**config.mk**
```make
export PLATFORM = sky130hd
export DESIGN_NAME = bmu_core
export DESIGN_NICKNAME = d
export VERILOG_FILES = /design/src/include/bmu_pkg.sv /design/src/hw/bmu_port.sv /design/src/hw/bmu_core.sv
export SDC_FILE = /design/constraint.sdc
export NUM_CORES = 1
export LEC_CHECK = 0
export BUFFER_PORTS_ARGS = -buffer_cell sky130_fd_sc_hd__buf_4
export CORE_MARGIN = 5
export CORE_UTILIZATION = 30
export CTS_CLUSTER_DIAMETER = 120
export CTS_CLUSTER_SIZE = 16
export DETAILED_ROUTE_END_ITERATION = 12
export GPL_TIMING_DRIVEN = 0
export REMOVE_ABC_BUFFERS = 1
export SLEW_MARGIN = 20
export SYNTH_ARGS = -nofsm -noshare
export SYNTH_HDL_FRONTEND = slang
export SYNTH_SLANG_ARGS = --single-unit
```
**constraint.sdc**
```tcl
create_clock -name mclk_i -period 6.41 [get_ports mclk_i]
set_clock_uncertainty 0.05 [all_clocks]
set_input_delay 0 -clock mclk_i [delete_from_list [all_inputs] [get_ports mclk_i]]
set_output_delay 0 -clock mclk_i [all_outputs]
set_load 0.005 [all_outputs]
```
**src/include/bmu_pkg.sv**
```systemverilog
// Shared constants and carriers for the bit-manipulation read-modify-write unit.
// Assumes one 50 MHz clock and a byte-wide on-chip bus with 16-bit addresses.
package bmu_pkg;
	// Form codes carried in bits 15:12 of the first instruction word
	localparam logic [3:0] FORM_REG_IMM = 4'h7;
	localparam logic [3:0] FORM_REG_REG = 4'h6;
	localparam logic [3:0] FORM_IND = 4'hc;
	localparam logic [3:0] FORM_ABS = 4'he;
	// Bit-number source code in bits 15:12 of the second word
	localparam logic [3:0] SRC_IMM = 4'h7;
	localparam logic [3:0] SRC_REG = 4'h6;
	// Operation codes carried in bits 11:8 of each word
	localparam logic [3:0] OPC_SET = 4'h0;
	localparam logic [3:0] OPC_CLR = 4'h1;
	localparam logic [3:0] OPC_INV = 4'h2;
	localparam logic [3:0] OPC_TST = 4'h3;
	localparam logic [3:0] OPC_AND = 4'h4;
	localparam logic [3:0] OPC_OR = 4'h5;
	localparam logic [3:0] OPC_XOR = 4'h6;
	localparam logic [3:0] OPC_LD = 4'h7;
	localparam logic [3:0] OPC_ST = 4'h8;
	localparam logic [3:0] OPC_IAND = 4'h9;
	localparam logic [3:0] OPC_IOR = 4'ha;
	localparam logic [3:0] OPC_IXOR = 4'hb;
	localparam logic [3:0] OPC_ILD = 4'hc;
	localparam logic [3:0] OPC_IST = 4'hd;
	// First code that only takes an immediate bit number
	localparam logic [3:0] OPC_FIRST_CARRY = 4'h4;
	// Upper address byte of the 8-bit absolute area
	localparam logic [7:0] ABS_PAGE = 8'hff;
	// Port registers inside the absolute area
	localparam logic [15:0] PORT_LATCH_ADDR = 16'hffb7;
	localparam logic [15:0] PORT_DIR_ADDR = 16'hffb5;
	localparam logic [7:0] PORT_LATCH_RST = 8'h00;
	localparam logic [7:0] PORT_DIR_RST = 8'h00;
	// Value returned when a write-only register is read
	localparam logic [7:0] WO_READ_VAL = 8'hff;

	// Request carried to the on-chip bus
	typedef struct packed {
		logic [15:0] addr;
		logic rd;
		logic wr;
		logic [7:0] wdata;
	} bmu_bus_req_s;
endpackage

```
**src/hw/bmu_port.sv**
```systemverilog
// Port with output latch and write-only direction register.
// Assumes accesses come from the unit's own bus request, one byte at a time.
`timescale 1ns/1ps
`default_nettype none
module bmu_port
	import bmu_pkg::*;
(
	input wire logic mclk_i,
	input wire logic rst_n_i,
	input wire bmu_bus_req_s req_i,
	output logic hit_o,
	output logic [7:0] rdata_o,
	input wire logic [7:0] pin_i,
	output logic [7:0] pin_o,
	output logic [7:0] pin_oe_o,
	output logic [7:0] pullup_o
);
	logic [7:0] latch_q; // Output latch
	logic [7:0] dir_q; // Direction, one means output
	wire hit_latch = (req_i.addr == PORT_LATCH_ADDR);
	wire hit_dir = (req_i.addr == PORT_DIR_ADDR);
	// Input pins show their level, output pins the latch
	wire [7:0] latch_view = (dir_q & latch_q) | (~dir_q & pin_i);

	assign hit_o = hit_latch | hit_dir;
	// The direction register cannot be read back; it shows all ones
	assign rdata_o = hit_dir ? WO_READ_VAL : latch_view;
	assign pin_o = latch_q;
	assign pin_oe_o = dir_q;
	// Latch bit of an input pin steers its pull-up
	assign pullup_o = ~dir_q & latch_q;

	// Register writes
	always_ff @(posedge mclk_i)
	begin
		if (!rst_n_i)
		begin
			latch_q <= PORT_LATCH_RST;
			dir_q <= PORT_DIR_RST;
		end
		else if (req_i.wr)
		begin
			if (hit_latch)
				latch_q <= req_i.wdata;
			if (hit_dir)
				dir_q <= req_i.wdata;
		end
	end
endmodule
`default_nettype wire

```
**src/hw/bmu_core.sv**
```systemverilog
// Decoder and sequencer for single-bit manipulation instructions, with the port.
// Assumes an instruction word stream with valid/ready, a general register file
// with combinational read, and a bus slave that answers with an ack.
// Notes on behaviour
// - Input pins read their live pin level
// - Output pins read their output latch value
// - Set bit reads, sets bit, writes byte back
// - Input pin latch bit switches its pull-up
// - Register form: op 15:8, bit 7:4, reg 3:0
// - Register bit number uses low three bits
// - Indirect and absolute forms use two words
// - Set/clear/invert/test take immediate or register bit
// - Carry ops take immediate bit number only
// - Inverted carry ops also immediate only
// - Write-only register reads back as all ones
`timescale 1ns/1ps
`default_nettype none
module bmu_core
	import bmu_pkg::*;
(
	input wire logic mclk_i,
	input wire logic rst_n_i,
	input wire logic instr_valid_i,
	input wire logic [15:0] instr_i,
	output logic instr_ready_o,
	output logic done_o,
	output logic illegal_o,
	output logic [2:0] gr_rsel_o,
	input wire logic [15:0] gr_rdata_i,
	output logic gr_we_o,
	output logic [3:0] gr_wsel_o,
	output logic [7:0] gr_wdata_o,
	input wire logic carry_i,
	output logic carry_we_o,
	output logic carry_o,
	output logic zero_we_o,
	output logic zero_o,
	output bmu_bus_req_s bus_req_o,
	input wire logic [7:0] bus_rdata_i,
	input wire logic bus_ack_i,
	input wire logic [7:0] pin_i,
	output logic [7:0] pin_o,
	output logic [7:0] pin_oe_o,
	output logic [7:0] pullup_o
);
	typedef enum logic [2:0] {S_IDLE, S_WORD2, S_BITREG, S_OPND, S_RD, S_EXEC, S_WR}
		bmu_state_e;

	bmu_state_e state_q;
	logic [15:0] w1_q; // First word of the instruction
	logic [3:0] rm_q; // Register holding the bit number
	logic [2:0] bit_q; // Bit position in use
	logic [15:0] addr_q; // Target address of a memory operand
	logic [7:0] data_q; // Fetched byte
	logic [7:0] wdata_q; // Byte being written back
	logic done_q, illegal_q, gr_we_q, c_we_q, c_q, z_we_q, z_q;
	logic [7:0] gr_wdata_q;

	// Field split of the incoming word
	wire [3:0] in_form = instr_i[15:12];
	wire [3:0] in_opc = instr_i[11:8];
	wire [3:0] in_mid = instr_i[7:4];
	wire [3:0] in_low = instr_i[3:0];
	wire in_take = instr_valid_i & instr_ready_o;
	wire in_carry_op = (in_opc >= OPC_FIRST_CARRY);
	wire in_bad_opc = (in_opc > OPC_IST);
	// Immediate bit numbers are three bits; the top bit of the field must be zero
	wire in_bad_imm = in_mid[3];
	// Register bit source is refused for carry operations
	wire in_bad_reg = in_carry_op;

	// Fields of the latched first word
	wire [3:0] form = w1_q[15:12];
	wire [3:0] opc = w1_q[11:8];
	wire [3:0] rn = w1_q[3:0];
	wire is_reg = (form == FORM_REG_IMM) | (form == FORM_REG_REG);

	// Byte pick from a general register: code bit 3 picks the low byte
	function automatic logic [7:0] pick_byte(input logic [3:0] code, input logic [15:0] w);
		pick_byte = code[3] ? w[7:0] : w[15:8];
	endfunction

	// First-word acceptance checks
	wire w1_bad = in_bad_opc
		| ((in_form == FORM_REG_IMM) & in_bad_imm)
		| ((in_form == FORM_REG_REG) & in_bad_reg)
		| ((in_form == FORM_IND) & (in_low != 4'h0))
		| ((in_form != FORM_REG_IMM) & (in_form != FORM_REG_REG)
			& (in_form != FORM_IND) & (in_form != FORM_ABS));
	// Second word must repeat the operation and end in zeros
	wire w2_bad = (in_opc != opc) | (in_low != 4'h0)
		| ((in_form == SRC_IMM) & in_bad_imm)
		| ((in_form == SRC_REG) & in_bad_reg)
		| ((in_form != SRC_IMM) & (in_form != SRC_REG));

	// Register read select follows the state
	assign gr_rsel_o = (state_q == S_BITREG) ? rm_q[2:0]
		: ((form == FORM_IND) ? w1_q[6:4] : rn[2:0]);
	wire [7:0] rd_byte_bit = pick_byte(rm_q, gr_rdata_i);
	wire [7:0] rd_byte_opnd = pick_byte(rn, gr_rdata_i);

	// Port sits on the same request; external strobes are held off when it answers
	bmu_bus_req_s req;
	logic port_hit;
	logic [7:0] port_rdata;
	assign req.addr = addr_q;
	assign req.rd = (state_q == S_RD);
	assign req.wr = (state_q == S_WR);
	assign req.wdata = wdata_q;
	bmu_port u_port (
		.mclk_i(mclk_i),
		.rst_n_i(rst_n_i),
		.req_i(req),
		.hit_o(port_hit),
		.rdata_o(port_rdata),
		.pin_i(pin_i),
		.pin_o(pin_o),
		.pin_oe_o(pin_oe_o),
		.pullup_o(pullup_o)
	);
	assign bus_req_o.addr = addr_q;
	assign bus_req_o.rd = req.rd & ~port_hit;
	assign bus_req_o.wr = req.wr & ~port_hit;
	assign bus_req_o.wdata = wdata_q;
	wire acc_ack = port_hit | bus_ack_i;
	wire [7:0] acc_rdata = port_hit ? port_rdata : bus_rdata_i;

	// Bit arithmetic on the fetched byte
	wire [7:0] mask = 8'h01 << bit_q;
	wire sel_bit = data_q[bit_q];
	wire inv_src = (opc >= OPC_IAND);
	wire src_bit = sel_bit ^ inv_src;
	wire st_val = (opc == OPC_IST) ? ~carry_i : carry_i;
	logic [7:0] result;
	logic modifies;
	logic c_new;
	// Result and carry per operation; the byte is rewritten whole only for set, clear, invert and the stores
	always_comb
	begin
		result = data_q;
		modifies = 1'b1;
		c_new = carry_i;
		unique case (opc)
			OPC_SET: result = data_q | mask;
			OPC_CLR: result = data_q & ~mask;
			OPC_INV: result = data_q ^ mask;
			OPC_ST, OPC_IST: result = st_val ? (data_q | mask) : (data_q & ~mask);
			OPC_AND, OPC_IAND:
			begin
				modifies = 1'b0;
				c_new = carry_i & src_bit;
			end
			OPC_OR, OPC_IOR:
			begin
				modifies = 1'b0;
				c_new = carry_i | src_bit;
			end
			OPC_XOR, OPC_IXOR:
			begin
				modifies = 1'b0;
				c_new = carry_i ^ src_bit;
			end
			OPC_LD, OPC_ILD:
			begin
				modifies = 1'b0;
				c_new = src_bit;
			end
			default: modifies = 1'b0; // Test only touches the zero flag
		endcase
	end
	wire is_test = (opc == OPC_TST);
	wire is_carry = (opc >= OPC_FIRST_CARRY) & (opc != OPC_ST) & (opc != OPC_IST);

	assign instr_ready_o = (state_q == S_IDLE) | (state_q == S_WORD2);
	assign done_o = done_q;
	assign illegal_o = illegal_q;
	assign gr_we_o = gr_we_q;
	assign gr_wsel_o = rn;
	assign gr_wdata_o = gr_wdata_q;
	assign carry_we_o = c_we_q;
	assign carry_o = c_q;
	assign zero_we_o = z_we_q;
	assign zero_o = z_q;

	// Sequencer: decode, fetch bit number, fetch operand, read, modify, write
	always_ff @(posedge mclk_i)
	begin
		done_q <= 1'b0;
		illegal_q <= 1'b0;
		gr_we_q <= 1'b0;
		c_we_q <= 1'b0;
		z_we_q <= 1'b0;
		if (!rst_n_i)
		begin
			state_q <= S_IDLE;
			w1_q <= 16'h0000;
			rm_q <= 4'h0;
			bit_q <= 3'h0;
			addr_q <= 16'h0000;
			data_q <= 8'h00;
			wdata_q <= 8'h00;
			gr_wdata_q <= 8'h00;
			c_q <= 1'b0;
			z_q <= 1'b0;
		end
		else
		begin
			unique case (state_q)
				S_IDLE:
					if (in_take)
					begin
						w1_q <= instr_i;
						rm_q <= in_mid;
						bit_q <= in_mid[2:0];
						if (w1_bad)
							illegal_q <= 1'b1;
						else if ((in_form == FORM_IND) | (in_form == FORM_ABS))
							state_q <= S_WORD2;
						else if (in_form == FORM_REG_REG)
							state_q <= S_BITREG;
						else
							state_q <= S_OPND;
					end
				S_WORD2:
					if (in_take)
					begin
						rm_q <= in_mid;
						bit_q <= in_mid[2:0];
						if (w2_bad)
						begin
							illegal_q <= 1'b1;
							state_q <= S_IDLE;
						end
						else if (in_form == SRC_REG)
							state_q <= S_BITREG;
						else
							state_q <= S_OPND;
					end
				S_BITREG:
				begin
					bit_q <= rd_byte_bit[2:0];
					state_q <= S_OPND;
				end
				S_OPND:
					if (is_reg)
					begin
						data_q <= rd_byte_opnd;
						state_q <= S_EXEC;
					end
					else
					begin
						// Pointer word or page plus 8-bit absolute address
						addr_q <= (form == FORM_IND) ? gr_rdata_i : {ABS_PAGE, w1_q[7:0]};
						state_q <= S_RD;
					end
				S_RD:
					if (acc_ack)
					begin
						data_q <= acc_rdata;
						state_q <= S_EXEC;
					end
				S_EXEC:
				begin
					z_we_q <= is_test;
					z_q <= ~sel_bit;
					c_we_q <= is_carry;
					c_q <= c_new;
					if (modifies & is_reg)
					begin
						gr_we_q <= 1'b1;
						gr_wdata_q <= result;
					end
					if (modifies & ~is_reg)
					begin
						// Go straight to the write so no other access slips in
						wdata_q <= result;
						state_q <= S_WR;
					end
					else
					begin
						done_q <= 1'b1;
						state_q <= S_IDLE;
					end
				end
				S_WR:
					if (acc_ack)
					begin
						done_q <= 1'b1;
						state_q <= S_IDLE;
					end
			endcase
		end
	end
endmodule
`default_nettype wire

```
-- Word level (Yosys, flattened, before mapping)
Index checks and enable logic that the tools add are counted.
- register bits after elaboration: 89
- bits of input ports: 53
- output and inout port bits: 73
- word-level logic and storage cells: 170
- $lt $le $gt $ge: 5
- eq/ne operators: 42
- shift operators: 1
- multiplexer cells: 39
- bitwise gates (word level): 43
- reduce and logical (&&, ||, !) cells: 23
- operators with widths (kind ; count):
    8-bit two-way mux ; 6
    4-bit equality test (second input constant) ; 9
    8-bit bitwise AND ; 4
    16-bit equality test (second input constant) ; 2
    4-bit by 3-bit equality test with 1-bit output (second input constant) ; 8
    8-bit case mux with 4 select lines ; 1
    3-bit two-way mux ; 10
    3-bit case mux with 7 select lines ; 1
    2-bit AND reduction ; 9
    16-bit two-way mux ; 1
    4-bit != test (second input constant) ; 4
    8-bit inverter ; 2
    8-bit OR ; 2
    8-bit case mux with 2 select lines ; 1
    1-bit bitwise AND ; 14
    1-bit OR ; 14
    1-bit two-way mux ; 12
    2-bit OR reduction ; 6
    3-bit equality test (second input constant) ; 3
    4-bit by 2-bit equality test with 1-bit output (second input constant) ; 2
    4-bit by 3-bit >= comparator with 1-bit output (second input constant) ; 2
    2-bit != test (second input constant) ; 4
    4-bit by 3-bit != test with 1-bit output (second input constant) ; 2
    1-bit by 3-bit << shifter with 8-bit output (first input constant) ; 1
    other kinds (23) ; 33

-- Depth between registers and ports, before layout
Gate-level depths: netlist (run 1).
- depth after elaboration: 9
- mapped depth: 11
- mapped depth without buffers: 10

-- Cells and area by module
Synthesis (run 1) repeated with hierarchy kept, for this count alone.
- cells, all modules: 651
- area total of the unflattened synthesis: 5332.6 um2
- modules (own cells, without submodules) (module ; instances ; cells an instance ; area each (um2) ; sequential area each (um2)):
    bmu_core ; 1 ; 559 ; 4479.3 ; 1461.4
    bmu_port ; 1 ; 92 ; 853.3 ; 320.3

-- Worst setup path before layout (run 1)
Ideal clock, no wire load.
- path type: reg-to-reg
- start: register bit_q[1]
- end: register c_q (netlist: carry_o)
- library setup time: 0.134 ns
- arrival time: 2.417 ns
- required time: 6.226 ns
- setup slack: 3.809 ns
- stages on the path, launching flop included: 11
- buffers on the path: 0
- period minus slack after synthesis: 2.601 ns
- cell sequence: dfxtp_1 mux4_2 mux2i_1 xor2_1 inv_1 ha_1 and3b_1 o21ai_0 a22oi_1 a2111oi_0 a21oi_1
- word-level cells in the longest chain between the ends: 5
- elaborated cells on any way between the ends: 7
- those cells by class: mux: 3; bitwise: 4
- ends and longest elaborated chain (element ; RTL line ; RTL):
    start, declared ; bmu_core.sv:52 ; logic [2:0] bit_q;
    start signal, assigned ; bmu_core.sv:214 ; bit_q <= in_mid[2:0];
    start signal, assigned ; bmu_core.sv:228 ; bit_q <= in_mid[2:0];
    start signal, assigned ; bmu_core.sv:241 ; bit_q <= rd_byte_bit[2:0];
    1-bit binary-select mux with 3-bit select * ; bmu_core.sv:130 ; wire sel_bit = data_q[bit_q];
    1-bit two-way mux (implied by the code) * ; bmu_core.sv:130 ;
    1-bit XOR * ; bmu_core.sv:132 ; wire src_bit = sel_bit ^ inv_src;
    1-bit XOR (tied with other cells) ; bmu_core.sv:161 ; c_new = carry_i ^ src_bit;
    1-bit case mux with 4 select lines * ; bmu_core.sv:143 ; unique case (opc)
    end signal, assigned ; bmu_core.sv:267 ; c_q <= c_new;
    end, declared ; bmu_core.sv:56 ; logic done_q, illegal_q, gr_we_q, c_we_q, c_q, z_we_q, z_q;
Every way passes the cells marked *; elsewhere a longest branch is shown, timed or not. The select of a mux whose other input is x is not followed.
A chain may end at the register's enable or synchronous reset.

-- Worst setup path after layout (run 1)
Same ends and word-level chain as after synthesis.

==> impl_metrics.py, run 1 <==
metrics = {
    "pwr": {
        "power_density_mw_per_mm2": 228,
        "finalPower_uw": 1600,
        "power.leakage_uw": 0.00300,
        "max-vdd-ir-drop_v": 0.000133,
    },
    "yosys": {
        "yosysSeqAreaShare": 0.337,
        "yosysWarnings": 0,
        "syn_area_mm2": 0.00529,
        "synth_top_area_cell": "dfxtp_1",
        "yosys.area.top_type_share": 0.337,
        "ys_ff_latch": 89,
        "syn_avg_cell_area_um2": 8.64,
        "synth-async-reset-ratio": 0,
        "yosysMostFrequentCell": "dfxtp_1",
        "synth_area_leaders": "dfxtp_1 34%, mux2i_1 8.9%, nor2b_1 5.3%, o21ai_0 4.8%, nand2_1 4.5%",
        "synth_commonest_cells": "89 x dfxtp_1, 63 x nand2_1, 51 x o21ai_0",
        "synth_cells": 612,
        "synth-main-ff-cell": "dfxtp_1",
        "synth_cell_type_count": 67,
        "synth_enable_flop_cells": 0,
    },
    "layout": {
        "final_cell_area_mm2": 0.00701,
        "syn_to_final_growth_pct": 32.6,
        "fin_cells": 968,
        "final_nets": 809,
        "drive_gt1_frac": 0.241,
        "antenna-diode-count": 0,
    },
    "clocking": {
        "cts_tree": "built",
        "htreeDepth": 3,
        "clock-sinks": 89,
        "cts_resized": 0,
        "cts-root-buf": "clkbuf_16",
        "clk-insertion-delay-late_ns": 0.35,
        "cts_hold_buf": 34,
        "cts.clk_slew.worst_paths_ns": 0.07,
        "post_cts_buffers": 0,
        "cts_buffers": 9,
        "clock_path_buffers": 2,
    },
    "route": {
        "drt-total-wl_mm": 15.6,
        "remaining_drc_errors": 0,
        "post_drt_wl_per_cell_um": 16.1,
        "first_pass_iters": 4,
        "drtIter0Drc": 249,
        "drtAntennaViolNets": 0,
        "vias_per_cell": 4.92,
        "vias": 4759,
    },
    "global_routing": {
        "grt_max_degree": 84,
        "grt_pass1_vias": 4533,
        "track_usage": 0.151,
        "grt_pass1_wl_mm": 24.6,
        "antenna_found_initial": 0,
        "overflow": 0,
    },
    "sta": {
        "max_freq_ghz": 0.305,
        "relSlewSlack": 0.314,
        "final.min_clock_period_ns": 3.28,
        "hold_violations": 0,
        "min_period_over_period": 0.512,
        "rsz0062_at_grt": "no",
        "tightestPinTransition_ns": 1.02,
        "finalSetupViolations": 0,
        "fin_setup_tns_ns": 0,
        "report.final.slew_viol_count": 0,
    },
    "min_path": {
        "hp-class": "input port to register",
    },
    "worst_setup_path": {
        "start_kind": "register",
        "crit_fanout": 12,
        "worstSetupEndpointType": "register",
        "path_class": "register to register",
        "worstPathArrival_ns": 3.45,
        "critPathRequiredTime_ns": 6.58,
    },
    "die": {
        "design.die.area_mm2": 0.0204,
        "core_area_mm2": 0.0173,
        "initial_core_util": 0.306,
        "std_cell_rows": 48,
        "fp.dieH_um": 143,
        "io_pins": 126,
        "die_x_um": 143,
    },
    "placed_design": {
        "dpl.hpwl_mm": 11.5,
        "gp_congestion": 0.771,
        "numPortBuffers": 125,
        "dpl.cell_count": 917,
        "place_area_mm2": 0.00632,
    },
    "run": {
        "maxCapViolCount": 0,
    },
    "outcome": {
        "status": "finished clean",
    },
}
==> through the flow <==
step                      worst slack, ns  hold slack, ns   util
after floorplan                      3.36          0.0717      -
after global placement               2.29           0.214  0.362
after detailed placement             3.15           0.221  0.365
after CTS                            3.16          0.0938  0.405
after global routing                 2.77           0.136  0.405
final                                3.13           0.104  0.405
==> critical path, stage by stage, from the launching register on <==
cell and delay, ns:
dfxtp_1 0.61, mux4_2 0.56, mux2i_1 0.37, xor2_1 0.23, inv_1 0.06, ha_1 0.28, and3b_1 0.16, o21ai_0 0.15
a22oi_1 0.08, a2111oi_0 0.47, a21oi_1 0.12
==> report_power, final <==
| part | switching, uW | internal (uW) | total, uW | leakage, uW |
|---|---|---|---|---|
| Clock | 234 | 365 | 599 | 0.000162 |
| Sequential | 70.1 | 584 | 654 | 0.000721 |
| Combinational | 179 | 164 | 343 | 0.00211 |
| Total | 483 | 1110 | 1600 | 0.00300 |
==> cell type report <==
cell class / instances / area [um^2]
clock buffer: 11 / 253
clock inverter: 5 / 85.1
fill: 1765 / 10300
multi-input combinational: 458 / 3220
sequential: 89 / 1780
timing repair buffer: 164 / 1330
tap: 225 / 282
inverter: 16 / 60.1
==> routing by layer <==
| metal | share of wire | GRT usage | vias up |
|---|---|---|---|
| met5 | 0 | 0 | - |
| met4 | 0.013 | 0.0355 | 0 |
| met3 | 0.050 | 0.0332 | 15 |
| met2 | 0.48 | 0.251 | 106 |
| met1 | 0.46 | 0.201 | 2199 |
| li1 | - | - | 2439 |
==> state kept, by name, summed over array words and instances (netlist names), 3 cells and up <==
| name | count |
|---|---|
| u_port.pin_oe_o | 8 |
| rm_q | 4 |
| addr_q | 16 |
| data_q | 8 |
| u_port.pin_o | 8 |
| w1_q | 16 |
| state_q | 3 |
| gr_wdata_o | 8 |
| bit_q | 3 |
| wdata_q | 8 |
==> cell usage in the layout (no fill, tap or decap), drive strengths merged, types with 8 or more instances in the layout <==
cell / synthesis / layout
buf: 23 / 130
dfxtp: 89 / 89
nand2: 64 / 64
o21ai: 52 / 52
mux2i: 47 / 47
nor2b: 45 / 45
dlygate4sd3: 0 / 34
a21oi: 26 / 26
nor2: 24 / 24
ha: 18 / 18
a21boi: 18 / 18
inv: 16 / 17
nor3: 14 / 14
o211a: 13 / 13
and3: 12 / 12
o21ba: 12 / 12
nand3b: 11 / 11
clkbuf: 26 / 11
nor3b: 9 / 9
a32o: 8 / 8
==> worst paths after layout <==
kind            startpoint  cells after the start  slack (ns)          to
max               bit_q[1]                     10        3.13     carry_o
min          instr_valid_i                      4        0.10  state_q[0]
max reg2reg       bit_q[1]                     10        3.13     carry_o
min reg2reg        w1_q[7]                      2        0.42     w1_q[7]
==> cells by family after synthesis <==
group	share of synthesized area
flip-flops	0.337
AO/OA/AOI/OAI	0.213
XOR/XNOR	0.0116
AND/OR/NAND/NOR	0.232
buffers and inverters	0.0584
adder cells (fa/ha/maj)	0.0447
multiplexers	0.104
Power figures use the tool's default switching activity.
==> run 2: changes to the inputs <==
- clock period: 6.41 -> 3.2 ns (I/O delays scaled with it)
==> impl_metrics.py, run 2 (same netlist as run 1, synthesis figures left out) <==
metrics = {
    "outcome": {
        "status": "finished clean",
    },
    "clocking": {
        "htreeDepth": 3,
        "clk-insertion-delay-late_ns": 0.35,
        "cts_buffers": 9,
        "clock-sinks": 89,
        "cts-root-buf": "clkbuf_16",
        "cts.clk_slew.worst_paths_ns": 0.07,
        "clock_path_buffers": 2,
        "post_cts_buffers": 0,
        "cts_tree": "built",
    },
    "sta": {
        "max_freq_ghz": 0.347,
        "report.final.slew_viol_count": 0,
        "final.min_clock_period_ns": 2.88,
        "relSlewSlack": 0.329,
        "hold_violations": 0,
        "rsz0062_at_grt": "no",
        "min_period_over_period": 0.900,
        "finalSetupViolations": 0,
        "tightestPinTransition_ns": 1.01,
    },
    "global_routing": {
        "grt_pass1_wl_mm": 24.6,
        "antenna_found_initial": 0,
        "overflow": 0,
        "track_usage": 0.151,
        "grt_max_degree": 84,
        "grt_pass1_vias": 4538,
    },
    "layout": {
        "antenna-diode-count": 0,
        "regArea_mm2": 0.00179,
        "layout_common_cells": "127 x buf_4, 87 x dfxtp_1, 63 x nand2_1",
        "fin_util": 0.407,
        "mostFrequentLayoutCell": "buf_4",
        "syn_to_final_growth_pct": 33.0,
        "fillers": 1760,
        "final_nets": 809,
        "top_regs": "addr_q x16, w1_q x16",
        "drive_gt1_frac": 0.248,
        "multi_input_area_mm2": 0.00324,
    },
    "worst_setup_path": {
        "critPathLaunch": "bit_q[1]",
        "worstSetupEndpointType": "register",
        "start_kind": "register",
        "timing.rr.start": "bit_q[1]",
        "r2r-end": "carry_o",
        "path_buf_inv": 1,
        "crit_fanout": 12,
        "rrSetupSlack_ns": 0.32,
        "crit_chain": "mux4_2 > mux2i_2 > xor2_1 > inv_1 > ha_1 > and3b_1 > o21ai_0 > a22oi_1 > a2111oi_2 > a21oi_1",
        "slowest_delay_ns": 0.53,
        "cpMaxStageDelayCell": "mux4_2",
        "critPathTopFamily": "multiplexers",
        "critPathRequiredTime_ns": 3.38,
        "worstPathArrival_ns": 3.06,
        "path_class": "register to register",
        "worstRegToRegCells": 10,
    },
    "route": {
        "remaining_drc_errors": 0,
        "post_drt_wl_per_cell_um": 16.1,
        "first_pass_iters": 4,
        "drtAntennaViolNets": 0,
        "vias": 4767,
        "drtIter0Drc": 268,
        "vias_per_cell": 4.92,
        "drt-total-wl_mm": 15.6,
    },
    "pwr": {
        "p_clk_frac": 0.374,
        "power_switching_share": 0.303,
        "max-vdd-ir-drop_v": 0.000266,
        "power.leakage_uw": 0.00300,
        "comb_power_share": 0.215,
        "p_seq_frac": 0.410,
        "switching_power_uw": 969,
        "internal_power_uw": 2230,
        "power_density_mw_per_mm2": 455,
        "finalPower_uw": 3200,
    },
    "min_path": {
        "hp-start": "instr_valid_i",
        "hp-class": "input port to register",
        "hold_depth": 4,
        "whs_endpoint": "state_q[0]",
    },
    "die": {
        "design.die.area_mm2": 0.0204,
        "initial_core_util": 0.306,
        "std_cell_rows": 48,
        "fp.dieH_um": 143,
        "io_pins": 126,
        "core_area_mm2": 0.0173,
        "die_x_um": 143,
    },
    "run": {
        "maxCapViolCount": 0,
    },
    "placed_design": {
        "gp_congestion": 0.771,
        "dpl.hpwl_mm": 11.5,
        "numPortBuffers": 125,
    },
}
## run 2: what timing repair did
action	4_1_cts	5_1_grt
setup endpoints to repair	1	2
hold buffers	34	0
endpoints found under the hold margin	41	0
gates resized for setup	2	6
## run 2: area by class of cell
cell class	count	area share
Clock buffer	11	0.0359
Clock inverter	5	0.0121
Inverter	16	0.00854
Multi-Input combinational cell	458	0.460
Sequential cell	89	0.254
Tap cell	225	0.0400
Timing Repair Buffer	164	0.189
## run 2: worst register-to-register path, delay by kind of cell, from the launching register on
kind | cells | cell delay, ns
flip-flops | 1 | 0.43
AO/OA/AOI/OAI | 4 | 0.72
adder cells (fa/ha/maj) | 1 | 0.28
multiplexers | 2 | 0.83
buffers and inverters | 1 | 0.06
XOR/XNOR | 1 | 0.22
AND/OR/NAND/NOR | 1 | 0.16
## run 2: power groups by stage
| stage | logic [uW] | registers [uW] | clock network, uW |
|---|---|---|---|
| after floorplan | 415 | 1290 | 0 |
| after global placement | 647 | 1330 | 0 |
| after detailed placement | 658 | 1330 | 0 |
| after CTS | 693 | 1310 | 1230 |
| after global routing | 775 | 1330 | 1270 |
| final | 690 | 1310 | 1200 |
## run 2: routing by layer
metal  vias to the layer above  track usage  part of all wire
li1                       2444            -                 -
met1                      2201        0.201              0.46
met2                       107        0.251              0.48
met3                        15       0.0332             0.049
met4                         0       0.0355             0.013
met5                         -            0                 0
## run 2: through the flow
step,TNS [ns],hold WS [ns],instance area (um^2),setup WS (ns),instances
after CTS,0,0.0938,7000,0.105,967
after global routing,0,0.135,7030,0.0486,968
final,0,0.104,7030,0.319,968
after detailed placement,-0.0553,0.221,6320,-0.0553,917
after floorplan,0,0.0717,5040,0.154,563
after global placement,-15.44,0.214,6260,-0.918,913
## run 2: worst max path at each step
stage / to / slack [ns] / cells after the start
final: carry_o / 0.32 / 10
after global routing: carry_o / 0.05 / 10
after CTS: carry_o / 0.11 / 10
after detailed placement: carry_o / -0.06 / 10
after global placement: addr_q[1] / -0.92 / 4
after floorplan: addr_q[3] / 0.15 / 4
